===== src/hw/adc_port_consts.vh =====
// Constants for the converter serial port and control block
`ifndef ADC_PORT_CONSTS_VH
`define ADC_PORT_CONSTS_VH
`define CTL_RESET          24'h007300
`define CTL_CODING_BIT     23
`define CTL_NOTCH_HI       22
`define CTL_NOTCH_LO       12
`define CTL_MODE_HI        11
`define CTL_MODE_LO        9
`define CTL_POLARITY_BIT   8
`define CTL_GAIN_HI        7
`define CTL_GAIN_LO        5
`define CTL_BURNOUT_BIT    4
`define CTL_STANDBY_BIT    3
`define CTL_BYTE_ASC_BIT   2
`define CTL_LSB_FIRST_BIT  1
`define CTL_READ_LINE_BIT  0
`define MODE_SELF_CAL      3'h1
`define NOTCH_MIN          11'h00A
`define NOTCH_DIV          512
`define INS_DIR_BIT        7
`define INS_CNT_HI         6
`define INS_CNT_LO         5
`define INS_BANK_BIT       4
`define REG_RESULT         2'h0
`define REG_CONTROL        2'h1
`define REG_OFFSET         2'h2
`define REG_FULLSCALE      2'h3
`define FIFO_DEPTH         16
`endif


===== src/hw/adc_serial_port.v =====
// Serial host port, control register and conversion result path
`include "adc_port_consts.vh"
`timescale 1ns/10ps
`default_nettype none

module sample_fifo #(
  parameter WIDTH = 24,
  parameter DEPTH = 16
) (
  input  wire             clk_i,
  input  wire             rst_i,
  input  wire [WIDTH-1:0] in_data_i,
  input  wire             in_valid_i,
  output wire             in_ready_o,
  output wire [WIDTH-1:0] out_data_o,
  output wire             out_valid_o,
  input  wire             out_ready_i
);
  localparam AW = $clog2(DEPTH);
  reg [WIDTH-1:0] mem_reg [0:DEPTH-1];
  reg [AW-1:0]    wr_reg;
  reg [AW-1:0]    rd_reg;
  reg [AW:0]      count_reg;
  wire push = in_valid_i && in_ready_o;
  wire pop  = out_valid_o && out_ready_i;
  assign in_ready_o  = (count_reg != DEPTH);
  assign out_valid_o = (count_reg != {(AW+1){1'b0}});
  assign out_data_o  = mem_reg[rd_reg];
  always @(posedge clk_i) begin
    if (push)
      mem_reg[wr_reg] <= in_data_i;
    if (rst_i) begin
      wr_reg    <= {AW{1'b0}};
      rd_reg    <= {AW{1'b0}};
      count_reg <= {(AW+1){1'b0}};
    end else begin
      if (push)
        wr_reg <= wr_reg + 1'b1;
      if (pop)
        rd_reg <= rd_reg + 1'b1;
      if (push && !pop)
        count_reg <= count_reg + 1'b1;
      else if (pop && !push)
        count_reg <= count_reg - 1'b1;
    end
  end
endmodule

module adc_serial_port #(
  parameter OSC_DIV = 1
) (
  // Clock and reset
  input  wire        CLOCK_I,
  input  wire        SYS_RST_I,
  // Serial pins
  input  wire        SHIFT_CLK_I,
  input  wire        SELECT_N_I,
  input  wire        DATA_LINE_I,
  output reg         DATA_LINE_O,
  output reg         DATA_LINE_OE_O,
  output reg         SERIAL_DATA_OUT_O,
  output reg         SERIAL_DATA_OUT_OE_O,
  output wire        CONVERSION_READY_N_O,
  // Sample source from the modulator and filter
  input  wire [23:0] CONVERSION_WORD_I,
  input  wire        CONVERSION_VALID_I,
  output wire        CONVERSION_READY_O,
  // Control fields to the analog and filter sections
  output wire        OUTPUT_CODING_SEL_O,
  output wire [10:0] FILTER_NOTCH_CODE_O,
  output wire [2:0]  OPERATING_MODE_SEL_O,
  output wire        BIPOLAR_EN_O,
  output wire [2:0]  GAIN_SELECT_O,
  output wire        BURNOUT_CURRENT_EN_O,
  output wire        STANDBY_EN_O,
  output reg         RECALIBRATE_O,
  output reg         NOTCH_TICK_O,
  // Calibration register images
  output reg  [23:0] OFFSET_CAL_O,
  output reg  [23:0] POS_FULLSCALE_CAL_O,
  output reg  [23:0] NEG_FULLSCALE_CAL_O
);
  localparam ST_INSTR = 3'b001;
  localparam ST_DATA  = 3'b010;

  reg [23:0] converter_control_reg, conversion_result_reg;
  reg        ready_n_reg, write_reg, bank_reg, result_touched_reg;
  reg [2:0]  sclk_sync_reg, state_reg, bit_cnt_reg;
  reg [1:0]  sel_sync_reg, din_sync_reg, bytes_left_reg;
  reg [1:0]  reg_sel_reg, byte_ptr_reg;
  reg [7:0]  shift_reg, tx_byte_reg;
  reg [20:0] notch_cnt_reg;

  wire       lsb_first  = converter_control_reg[`CTL_LSB_FIRST_BIT];
  wire       byte_asc   = converter_control_reg[`CTL_BYTE_ASC_BIT];
  wire       read_line  = converter_control_reg[`CTL_READ_LINE_BIT];
  wire       standby    = converter_control_reg[`CTL_STANDBY_BIT];
  wire       bipolar    = converter_control_reg[`CTL_POLARITY_BIT];
  wire       twos_coded = converter_control_reg[`CTL_CODING_BIT];
  wire       sclk_rise  = sclk_sync_reg[1] && !sclk_sync_reg[2];
  wire       sclk_fall  = !sclk_sync_reg[1] && sclk_sync_reg[2];
  wire       selected   = !sel_sync_reg[1];
  wire       din        = din_sync_reg[1];
  wire [7:0] rx_byte    = lsb_first ? {din, shift_reg[7:1]}
                                    : {shift_reg[6:0], din};

  function [7:0] pick_byte;
    input [1:0]  sel;
    input        bank;
    input [1:0]  ptr;
    input [23:0] res, ctl, off, pos, neg;
    reg   [23:0] word;
    begin
      case (sel)
        `REG_RESULT:  word = res;
        `REG_CONTROL: word = ctl;
        `REG_OFFSET:  word = off;
        default:      word = bank ? neg : pos;
      endcase
      case (ptr)
        2'h0:    pick_byte = word[7:0];
        2'h1:    pick_byte = word[15:8];
        2'h2:    pick_byte = word[23:16];
        default: pick_byte = 8'h00;
      endcase
    end
  endfunction

  function [7:0] bit_rev;
    input [7:0] b;
    integer i;
    begin
      for (i = 0; i < 8; i = i + 1)
        bit_rev[i] = b[7-i];
    end
  endfunction

  assign OUTPUT_CODING_SEL_O  = converter_control_reg[`CTL_CODING_BIT];
  assign FILTER_NOTCH_CODE_O  =
    converter_control_reg[`CTL_NOTCH_HI:`CTL_NOTCH_LO];
  assign OPERATING_MODE_SEL_O =
    converter_control_reg[`CTL_MODE_HI:`CTL_MODE_LO];
  assign BIPOLAR_EN_O         = bipolar;
  assign GAIN_SELECT_O        =
    converter_control_reg[`CTL_GAIN_HI:`CTL_GAIN_LO];
  assign BURNOUT_CURRENT_EN_O =
    converter_control_reg[`CTL_BURNOUT_BIT];
  assign STANDBY_EN_O         = standby;
  assign CONVERSION_READY_N_O = ready_n_reg | standby;

  // Pins cross into the system clock through two flops each; the shift clock gets a third flop for edge detection
  always @(posedge CLOCK_I) begin
    if (SYS_RST_I) begin
      sclk_sync_reg <= 3'h0;
      sel_sync_reg  <= 2'h3;
      din_sync_reg  <= 2'h0;
    end else begin
      sclk_sync_reg <= {sclk_sync_reg[1:0], SHIFT_CLK_I};
      sel_sync_reg  <= {sel_sync_reg[0], SELECT_N_I};
      din_sync_reg  <= {din_sync_reg[0], DATA_LINE_I};
    end
  end

  // Notch period: osc/(512*code) gives one tick per word
  wire [10:0] code_clamped = (FILTER_NOTCH_CODE_O < `NOTCH_MIN) ?
                             `NOTCH_MIN : FILTER_NOTCH_CODE_O;
  wire [20:0] notch_len    = {code_clamped, 9'h000};
  always @(posedge CLOCK_I) begin
    if (SYS_RST_I || standby) begin
      notch_cnt_reg <= 21'h000000;
      NOTCH_TICK_O  <= 1'b0;
    end else if (notch_cnt_reg >= notch_len - 21'h000001) begin
      notch_cnt_reg <= 21'h000000;
      NOTCH_TICK_O  <= 1'b1;
    end else begin
      notch_cnt_reg <= notch_cnt_reg + 21'h000001;
      NOTCH_TICK_O  <= 1'b0;
    end
  end

  // Words wait here while a result read is in progress
  wire [23:0] fifo_word;
  wire        fifo_valid;
  wire        fifo_take = fifo_valid && ready_n_reg && !result_touched_reg;
  sample_fifo #(.WIDTH(24), .DEPTH(`FIFO_DEPTH)) u_fifo (
    .clk_i       (CLOCK_I),
    .rst_i       (SYS_RST_I),
    .in_data_i   (CONVERSION_WORD_I),
    .in_valid_i  (CONVERSION_VALID_I && !standby),
    .in_ready_o  (CONVERSION_READY_O),
    .out_data_o  (fifo_word),
    .out_valid_o (fifo_valid),
    .out_ready_i (fifo_take)
  );

  // Unipolar is straight binary; bipolar offset binary flips the MSB
  wire [23:0] coded_word = (bipolar && !twos_coded) ?
    {~fifo_word[23], fifo_word[22:0]} : fifo_word;

  wire        last_bit  = (bit_cnt_reg == 3'h7);
  wire [1:0]  next_ptr  = byte_asc ? byte_ptr_reg + 2'h1
                                   : byte_ptr_reg - 2'h1;
  wire [7:0]  raw_byte  = pick_byte(reg_sel_reg, bank_reg, byte_ptr_reg,
                            conversion_result_reg, converter_control_reg,
                            OFFSET_CAL_O, POS_FULLSCALE_CAL_O,
                            NEG_FULLSCALE_CAL_O);
  wire [7:0]  nraw_byte = pick_byte(reg_sel_reg, bank_reg, next_ptr,
                            conversion_result_reg, converter_control_reg,
                            OFFSET_CAL_O, POS_FULLSCALE_CAL_O,
                            NEG_FULLSCALE_CAL_O);
  wire [7:0]  first_raw = pick_byte(rx_byte[3:2], rx_byte[`INS_BANK_BIT],
                            rx_byte[1:0], conversion_result_reg,
                            converter_control_reg, OFFSET_CAL_O,
                            POS_FULLSCALE_CAL_O, NEG_FULLSCALE_CAL_O);
  wire [7:0]  tx_order  = lsb_first ? bit_rev(raw_byte) : raw_byte;
  wire [7:0]  ntx_order = lsb_first ? bit_rev(nraw_byte) : nraw_byte;
  wire [7:0]  ftx_order = lsb_first ? bit_rev(first_raw) : first_raw;

  // Serial engine: instruction byte, then data bytes
  always @(posedge CLOCK_I) begin
    if (SYS_RST_I) begin
      state_reg             <= ST_INSTR;
      bit_cnt_reg           <= 3'h0;
      shift_reg             <= 8'h00;
      write_reg             <= 1'b0;
      bytes_left_reg        <= 2'h0;
      bank_reg              <= 1'b0;
      reg_sel_reg           <= 2'h0;
      byte_ptr_reg          <= 2'h0;
      tx_byte_reg           <= 8'h00;
      result_touched_reg    <= 1'b0;
      converter_control_reg <= `CTL_RESET;
      OFFSET_CAL_O          <= 24'h000000;
      POS_FULLSCALE_CAL_O   <= 24'h000000;
      NEG_FULLSCALE_CAL_O   <= 24'h000000;
      conversion_result_reg <= 24'h000000;
      ready_n_reg           <= 1'b1;
      RECALIBRATE_O         <= 1'b0;
    end else begin
      RECALIBRATE_O <= 1'b0;
      if (fifo_take) begin
        conversion_result_reg <= coded_word;
        ready_n_reg           <= 1'b0;
      end
      // Deselect only pauses; the position is kept until select returns
      if (selected && sclk_rise) begin
        shift_reg   <= rx_byte;
        bit_cnt_reg <= bit_cnt_reg + 3'h1;
        if (last_bit) begin
          case (state_reg)
            ST_INSTR: begin
              write_reg      <= rx_byte[`INS_DIR_BIT];
              bytes_left_reg <= rx_byte[`INS_CNT_HI:`INS_CNT_LO];
              bank_reg       <= rx_byte[`INS_BANK_BIT];
              reg_sel_reg    <= rx_byte[3:2];
              byte_ptr_reg   <= rx_byte[1:0];
              tx_byte_reg    <= ftx_order;
              if (rx_byte[3:2] == `REG_RESULT && !rx_byte[`INS_DIR_BIT])
                result_touched_reg <= 1'b1;
              state_reg      <= ST_DATA;
            end
            ST_DATA: begin
              if (write_reg) begin
                case (reg_sel_reg)
                  `REG_CONTROL: begin
                    case (byte_ptr_reg)
                      2'h0: converter_control_reg[7:0]   <= rx_byte;
                      2'h1: converter_control_reg[15:8]  <= rx_byte;
                      2'h2: converter_control_reg[23:16] <= rx_byte;
                      default: ;
                    endcase
                    if (byte_ptr_reg == 2'h1 || byte_ptr_reg == 2'h2) begin
                      ready_n_reg   <= 1'b1;
                      RECALIBRATE_O <= 1'b1;
                    end
                  end
                  `REG_OFFSET: begin
                    case (byte_ptr_reg)
                      2'h0: OFFSET_CAL_O[7:0]   <= rx_byte;
                      2'h1: OFFSET_CAL_O[15:8]  <= rx_byte;
                      2'h2: OFFSET_CAL_O[23:16] <= rx_byte;
                      default: ;
                    endcase
                  end
                  `REG_FULLSCALE: begin
                    case ({bank_reg, byte_ptr_reg})
                      3'h0: POS_FULLSCALE_CAL_O[7:0]   <= rx_byte;
                      3'h1: POS_FULLSCALE_CAL_O[15:8]  <= rx_byte;
                      3'h2: POS_FULLSCALE_CAL_O[23:16] <= rx_byte;
                      3'h4: NEG_FULLSCALE_CAL_O[7:0]   <= rx_byte;
                      3'h5: NEG_FULLSCALE_CAL_O[15:8]  <= rx_byte;
                      3'h6: NEG_FULLSCALE_CAL_O[23:16] <= rx_byte;
                      default: ;
                    endcase
                  end
                  default: ;
                endcase
              end
              byte_ptr_reg <= next_ptr;
              tx_byte_reg  <= ntx_order;
              if (bytes_left_reg == 2'h0) begin
                state_reg <= ST_INSTR;
                if (!write_reg && reg_sel_reg == `REG_RESULT) begin
                  ready_n_reg        <= 1'b1;
                  result_touched_reg <= 1'b0;
                end
              end else begin
                bytes_left_reg <= bytes_left_reg - 2'h1;
              end
            end
            default: state_reg <= ST_INSTR;
          endcase
        end
      end
    end
  end

  // Bits change on the falling edge and show while the clock is low, so a
  // bit cut off by a deselect comes back as soon as select returns
  wire       reading  = (state_reg == ST_DATA) && !write_reg && selected;
  wire [2:0] out_idx  = 3'h7 - bit_cnt_reg;
  always @(posedge CLOCK_I) begin
    if (SYS_RST_I) begin
      DATA_LINE_O          <= 1'b0;
      DATA_LINE_OE_O       <= 1'b0;
      SERIAL_DATA_OUT_O    <= 1'b0;
      SERIAL_DATA_OUT_OE_O <= 1'b0;
    end else if (!reading) begin
      DATA_LINE_OE_O       <= 1'b0;
      SERIAL_DATA_OUT_OE_O <= 1'b0;
    end else if (!sclk_sync_reg[1]) begin
      if (read_line) begin
        SERIAL_DATA_OUT_O    <= tx_byte_reg[out_idx];
        SERIAL_DATA_OUT_OE_O <= 1'b1;
      end else begin
        DATA_LINE_O    <= tx_byte_reg[out_idx];
        DATA_LINE_OE_O <= 1'b1;
      end
    end
  end
endmodule

`default_nettype wire


===== config.mk =====
export PLATFORM = sky130hd
export DESIGN_NAME = adc_serial_port
export DESIGN_NICKNAME = d
export VERILOG_FILES = /design/src/hw/adc_serial_port.v
export VERILOG_INCLUDE_DIRS = /design/src /design/src/hw
export SDC_FILE = /design/constraint.sdc
export NUM_CORES = 1
export LEC_CHECK = 0
export BUFFER_PORTS_ARGS = -buffer_cell sky130_fd_sc_hd__buf_2
export CORE_AREA = 2 2 257 259
export CTS_CLUSTER_DIAMETER = 50
export DETAILED_ROUTE_END_ITERATION = 12
export DIE_AREA = 0 0 259 261
export PLACE_DENSITY = 0.64
export SLEW_MARGIN = 10
export SYNTH_ARGS = -nofsm -noshare
export SYNTH_HDL_FRONTEND = slang
export SYNTH_SLANG_ARGS = --single-unit

===== constraint.sdc =====
create_clock -name CLOCK_I -period 11.2 [get_ports CLOCK_I]
set_clock_uncertainty 0.2 [all_clocks]
set_input_delay 2.24 -clock CLOCK_I [delete_from_list [all_inputs] [get_ports CLOCK_I]]
set_output_delay 2.24 -clock CLOCK_I [all_outputs]
set_load 0.05 [all_outputs]

After elaboration in Yosys (flattened, before gate mapping)
Memories as Yosys holds them, arrays and structs flattened. A register that Yosys moved wholly into a read port is not among the register bits.
Cells that the tools add are included.
{"block": "word_totals", "inputBits": 30, "ram_bits": 384, "n_memories": 1, "reg_bits": 199, "wordCells": 186, "output_inout_bits": 101}
{"memory": "u_fifo.mem_reg", "words": 16, "word_bits": 24, "read_ports": 1, "rd_clocked_by_memory_dff": 1, "wr": 1, "line": "adc_serial_port.v:20", "text": "reg [WIDTH-1:0] mem_reg [0:DEPTH-1];"}
{"block": "op_classes", "n_mux": 41, "add_sub_neg": 11, "eq_ne": 24, "n_reduce_logical": 59, "order_cmp": 3, "bitwise_logic": 10}
{"op": "one-hot mux 24 bit (3 select lines)", "n": 2}
{"op": "AND reduction 6 bit", "n": 13}
{"op": "2-to-1 mux 24 bit", "n": 3}
{"op": "one-hot mux 8 bit (3 select lines)", "n": 2}
{"op": "2-to-1 mux 8 bit", "n": 3}
{"op": "adder 21 x 1 -> 21 bit (second input constant)", "n": 1}
{"op": ">= comparator 21 bit", "n": 1}
{"op": "subtractor 20 x 1 -> 21 bit (second input constant)", "n": 1}
{"op": "2-to-1 mux 1 bit", "n": 17}
{"op": "one-hot mux 8 bit (2 select lines)", "n": 1}
{"op": "AND reduction 3 bit", "n": 5}
{"op": "logical AND 1 bit", "n": 14}
{"op": "== test 2 bit (second input constant)", "n": 6}
{"op": "== test 3 bit (second input constant)", "n": 4}
{"op": "logical NOT 2 bit", "n": 6}
{"op": "less-than comparator 11 x 4 -> 1 bit (second input constant)", "n": 1}
{"op": "2-to-1 mux 11 bit", "n": 1}
{"op": "== test 2 x 1 -> 1 bit (second input constant)", "n": 5}
{"op": "2-to-1 mux 5 bit", "n": 2}
{"op": "logical NOT 1 bit", "n": 9}
{"op": "inverter 1 bit", "n": 9}
{"op": "adder 4 x 1 -> 4 bit (second input constant)", "n": 2}
{"op": "2-to-1 mux 4 bit", "n": 2}
{"op": "inequality test 2 bit (second input constant)", "n": 4}
{"op": "25 further kinds", "n": 34}

Depth between registers and ports, before layout
{"block": "logic_depth", "ltp_word": 12, "mapped_depth": 17, "ltp_nobuf": 15}

Hierarchy
Synthesis repeated with hierarchy kept, for this count alone.
{"block": "unflattened", "hier_cells": 1902, "hier_area_um2": 25319.3}
{"mod": "sample_fifo", "area_per_inst_um2": 15309.7, "instances": 1, "cells_each": 702, "seq_area_each_um2": 11871.4}
{"mod": "adc_serial_port", "area_per_inst_um2": 10009.6, "instances": 1, "cells_each": 1200, "seq_area_each_um2": 3703.6}

Worst setup path after synthesis
No wires, ideal clock.
{"block": "synth_path", "path_type": "input port to flip-flop", "startpoint": "input port CONVERSION_VALID_I", "endpoint": "memory u_fifo.mem_reg[3][0], enable pin", "path_buffers": 1, "cell_stages": 4, "arrival_time_ns": 4.497, "setup_slack_ns": 6.068, "required_ns": 10.565, "setup_time_ns": 0.435, "path_cell_list": "and3b_1 -> clkbuf_1 -> nand2_1 -> nor3_1"}
{"block": "synth_between", "elab_chain_len": 4}
{"item": "start, declared", "line": "adc_serial_port.v:66", "text": "input wire CONVERSION_VALID_I,"}
{"item": "logical AND 1 bit", "line": "adc_serial_port.v:189", "text": ".in_valid_i (CONVERSION_VALID_I && !standby),"}
{"item": "logical AND 1 bit", "line": "adc_serial_port.v:24", "text": "wire push = in_valid_i && in_ready_o;"}
{"item": "named net u_fifo.push", "line": "adc_serial_port.v:24"}
{"item": "2-to-1 mux 1 bit", "line": "adc_serial_port.v:30", "text": "if (push)"}
{"item": "2-to-1 mux 1 bit (not written as such)", "line": "adc_serial_port.v:31", "text": "mem_reg[wr_reg] <= in_data_i;"}
{"item": "end, declared", "line": "adc_serial_port.v:20"}
The timed path passes the listed nets, and every way through them passes these cells.

Worst setup path in the final report
{"block": "layout_path", "startpoint": "register converter_control_reg[3]", "endpoint": "output port CONVERSION_READY_N_O"}
{"block": "layout_between", "elab_chain_len": 1}
{"item": "start, declared", "line": "adc_serial_port.v:86", "text": "reg [23:0] converter_control_reg, conversion_result_reg;"}
{"item": "start signal, assigned", "line": "adc_serial_port.v:232", "text": "converter_control_reg <= `CTL_RESET;"}
{"item": "start signal, assigned", "line": "adc_serial_port.v:267", "text": "2'h0: converter_control_reg[7:0] <= rx_byte;"}
{"item": "OR 1 bit", "line": "adc_serial_port.v:149", "text": "assign CONVERSION_READY_N_O = ready_n_reg | standby;"}
{"item": "end, declared", "line": "adc_serial_port.v:63", "text": "output wire CONVERSION_READY_N_O,"}
No other way between the ends.

==> impl_results.md <==
- GP Congestion: 0.9207
- TritonRoute pass-1 iters: 5
- CTS root buffer: clkbuf_16
- EDFF count, synth: 384
- Die Y-Extent: 261 um
- Total Wirelength: 65590 um
- Final ANT Viol Nets: 0
- Min Hold Slack: 0.2096 ns
- # Post-CTS Setup Buffers: 0
- Leak: 9.402 nW
- DRC viols: 0
- Slew headroom: 0.2404
- Switch Pwr: 1.505 mW
- Placed cell area: 0.02652 sq mm
- Post-synthesis sequential element count: 586
- Die Width: 259 um
- Area Growth Syn to Fin: 14.81%
- Via count: 15900
- Syn Area/Cell: 14.21 sq um
- Min cycle time layout: 4.294 ns
- Tcrit/Tclk final: 0.3834
- Cell Pwr Density: 196.3 mW/mm^2
- Flop pwr share: 0.446
- Syn Inst Count: 1766
- Clk sinks: 586
- Htree depth: 3
- Layout cells sized above 1: 0.2584
- Placed insts: 2656
- Critical Path RT: 8.76 ns
- Most common cell after layout, fill and taps aside: edfxtp_1
- Initial drt markers: 1711
- Setup TNS Final: 0 ns
- Pin count of the biggest net entering global routing: 101
- Max reg flops: 384
- Total grt overflow: 0
- CTS tree: built
- Initial Util: 0.3859
- IO Count: 131
- Max-slew violation count: 0
- Post-place setup slack: 6.343 ns
- Global-route wire length before repair: 98570 um
- Number of CTS-inserted buffers: 70
- Synth cell types: 75
- Final Util: 0.4431
- Register area share after synthesis: 0.6205
- Sw Ratio: 0.2661
- Top_reg_cell synth: edfxtp_1
- Most frequent cells in the layout: 384 x edfxtp_1, 198 x dfxtp_1, 196 x nor2_1
- Rows: 94
- Fin cells: 2781
- Status: finished clean
- Final WS setup: 6.906 ns
- Count of final setup violators: 0
- Crit Path Max Fanout: 8
- Initial antenna violation count: 3
- Post-Syn Nets: 1828
- Clock Pin Slew Worst Setup and Hold Paths: 0.06 ns
- Class of the tightest hold or removal check: reg -> reg
- Max rail drop VDD: 146.0 uV
- WL/cell: 23.59 um
- FILL cells: 5729
- I/O Buffers: 130
- Nets: 1926
- Gr usage total: 0.1935
- Highest clock rate: 0.2329 GHz
- Vias in the first global route: 15360
- Combinational Power Share: 0.162
- WP data arrival: 1.85 ns
- CP Class: reg -> out
- Crit start category: flip-flop
- Final hold vios: 0
- Final non-filler cell area: 0.02882 sq mm
- Clock power share: 0.392
- Clock Latency Late Sink: 0.61 ns
- Clock buffer depth: 3
- Hold_buf cts: 0
- Vias per cell: 5.718
- Fraction of registers with async set/reset: 0
- Crit end category: primary output
- Power Total: 5.656 mW
- Die ar.: 0.06760 sq mm
- Unrepaired setup endpoints after global routing: no
- DP HPWL: 42420 um
- Int Pwr: 4.151 mW
- Post-cts gate resize count: 0
- Cell area after synthesis: 0.02510 sq mm
- Max-cap violations: 0
- Syn. warnings: 0
- Worst Max-Slew Pin Slew: 1.135 ns
- Core box area: 0.06504 sq mm
[logic make-up (layout without fill, tap and decap cells)]
family                   Yosys count  after routing  share of synthesized area
multiplexers                     196            196                     0.1528
AND/OR/NAND/NOR                  433            433                    0.07467
other                              1              2                  0.0001494
adder cells (fa/ha/maj)           32             32                    0.01625
flip-flops                       586            586                     0.6205
AO/OA/AOI/OAI                    320            320                    0.09182
buffers and inverters            159            309                    0.03016
XOR/XNOR                          39             39                    0.01361
[cells in the mapped netlist (5+ instances only)]
| master | count | share of area |
|---|---|---|
| buf_1 | 7 | 0.0010 |
| ha_1 | 31 | 0.015 |
| inv_1 | 17 | 0.0025 |
| mux2i_1 | 21 | 0.0084 |
| edfxtp_1 | 384 | 0.46 |
| nand2_1 | 125 | 0.019 |
| nor3_1 | 20 | 0.0040 |
| buf_2 | 44 | 0.0088 |
| a31oi_1 | 6 | 0.0015 |
| dfxtp_1 | 202 | 0.16 |
| nand3_1 | 22 | 0.0044 |
| a31o_2 | 5 | 0.0017 |
| a21o_1 | 7 | 0.0021 |
| nor2b_1 | 7 | 0.0017 |
| nor4_1 | 5 | 0.0012 |
| o211ai_1 | 18 | 0.0054 |
| and2_1 | 5 | 0.0012 |
| nand2b_1 | 5 | 0.0012 |
| mux4_2 | 145 | 0.13 |
| o21ai_0 | 33 | 0.0066 |
| mux2_2 | 22 | 0.0099 |
| a22oi_1 | 6 | 0.0018 |
| buf_4 | 20 | 0.0060 |
| xor2_1 | 21 | 0.0073 |
| clkbuf_1 | 65 | 0.0097 |
| xnor2_1 | 18 | 0.0063 |
| a211oi_1 | 106 | 0.032 |
| a21oi_1 | 55 | 0.011 |
| a211o_1 | 7 | 0.0024 |
| a221o_1 | 9 | 0.0036 |
| or2_2 | 5 | 0.0012 |
| nand4_1 | 9 | 0.0022 |
| nor2_1 | 209 | 0.031 |
| o21bai_1 | 6 | 0.0018 |
| a221oi_1 | 23 | 0.0080 |
[routing by layer]
metal / track usage / share of wire / wire length (um) / up-vias
met5: 0 / 0.00041 / 27 / -
met1: 0.2678 / 0.42 / 27810 / 8035
met3: 0.03581 / 0.074 / 4863 / 138
met4: 0.06535 / 0.032 / 2124 / 4
li1: - / - / - / 7043
met2: 0.3084 / 0.47 / 30770 / 683
[critical path: stages (launching register included)]
cell and delay [ns]:
dfxtp_1 0.75, or2_2 0.24, buf_2 0.26
[cell type report]
cell class                 instances  area (sq um)  area share
multi-input combinational       1021          8860      0.3074
sequential                       586         15580      0.5408
tap                              864          1081     0.03751
clock inverter                    43         435.4     0.01511
timing repair buffer             166         927.1     0.03217
inverter                          19         71.32    0.002475
antenna                            1         2.502  0.00008684
clock buffer                      81          1856     0.06439
[power groups by stage]
| stage | Combinational [mW] | Clock, mW | Sequential, mW |
|---|---|---|---|
| after floorplan | 0.722 | 0 | 2.48 |
| after global placement | 0.910 | 0 | 2.56 |
| after detailed placement | 0.922 | 0 | 2.57 |
| after CTS | 0.927 | 2.27 | 2.52 |
| after global routing | 0.985 | 2.35 | 2.54 |
| final | 0.915 | 2.22 | 2.52 |
[path summary, 6_finish.rpt]
path	from	slack, ns	to	cells after the start
hold / removal	sel_sync_reg[0]	0.21	sel_sync_reg[1]	1
setup / recovery	converter_control_reg[3]	6.91	CONVERSION_READY_N_O	2
setup reg to reg	converter_control_reg[18]	7.00	notch_cnt_reg[12]	15
hold reg to reg	sel_sync_reg[0]	0.21	sel_sync_reg[1]	1
Note: power is estimated with default switching activity, not from simulation.
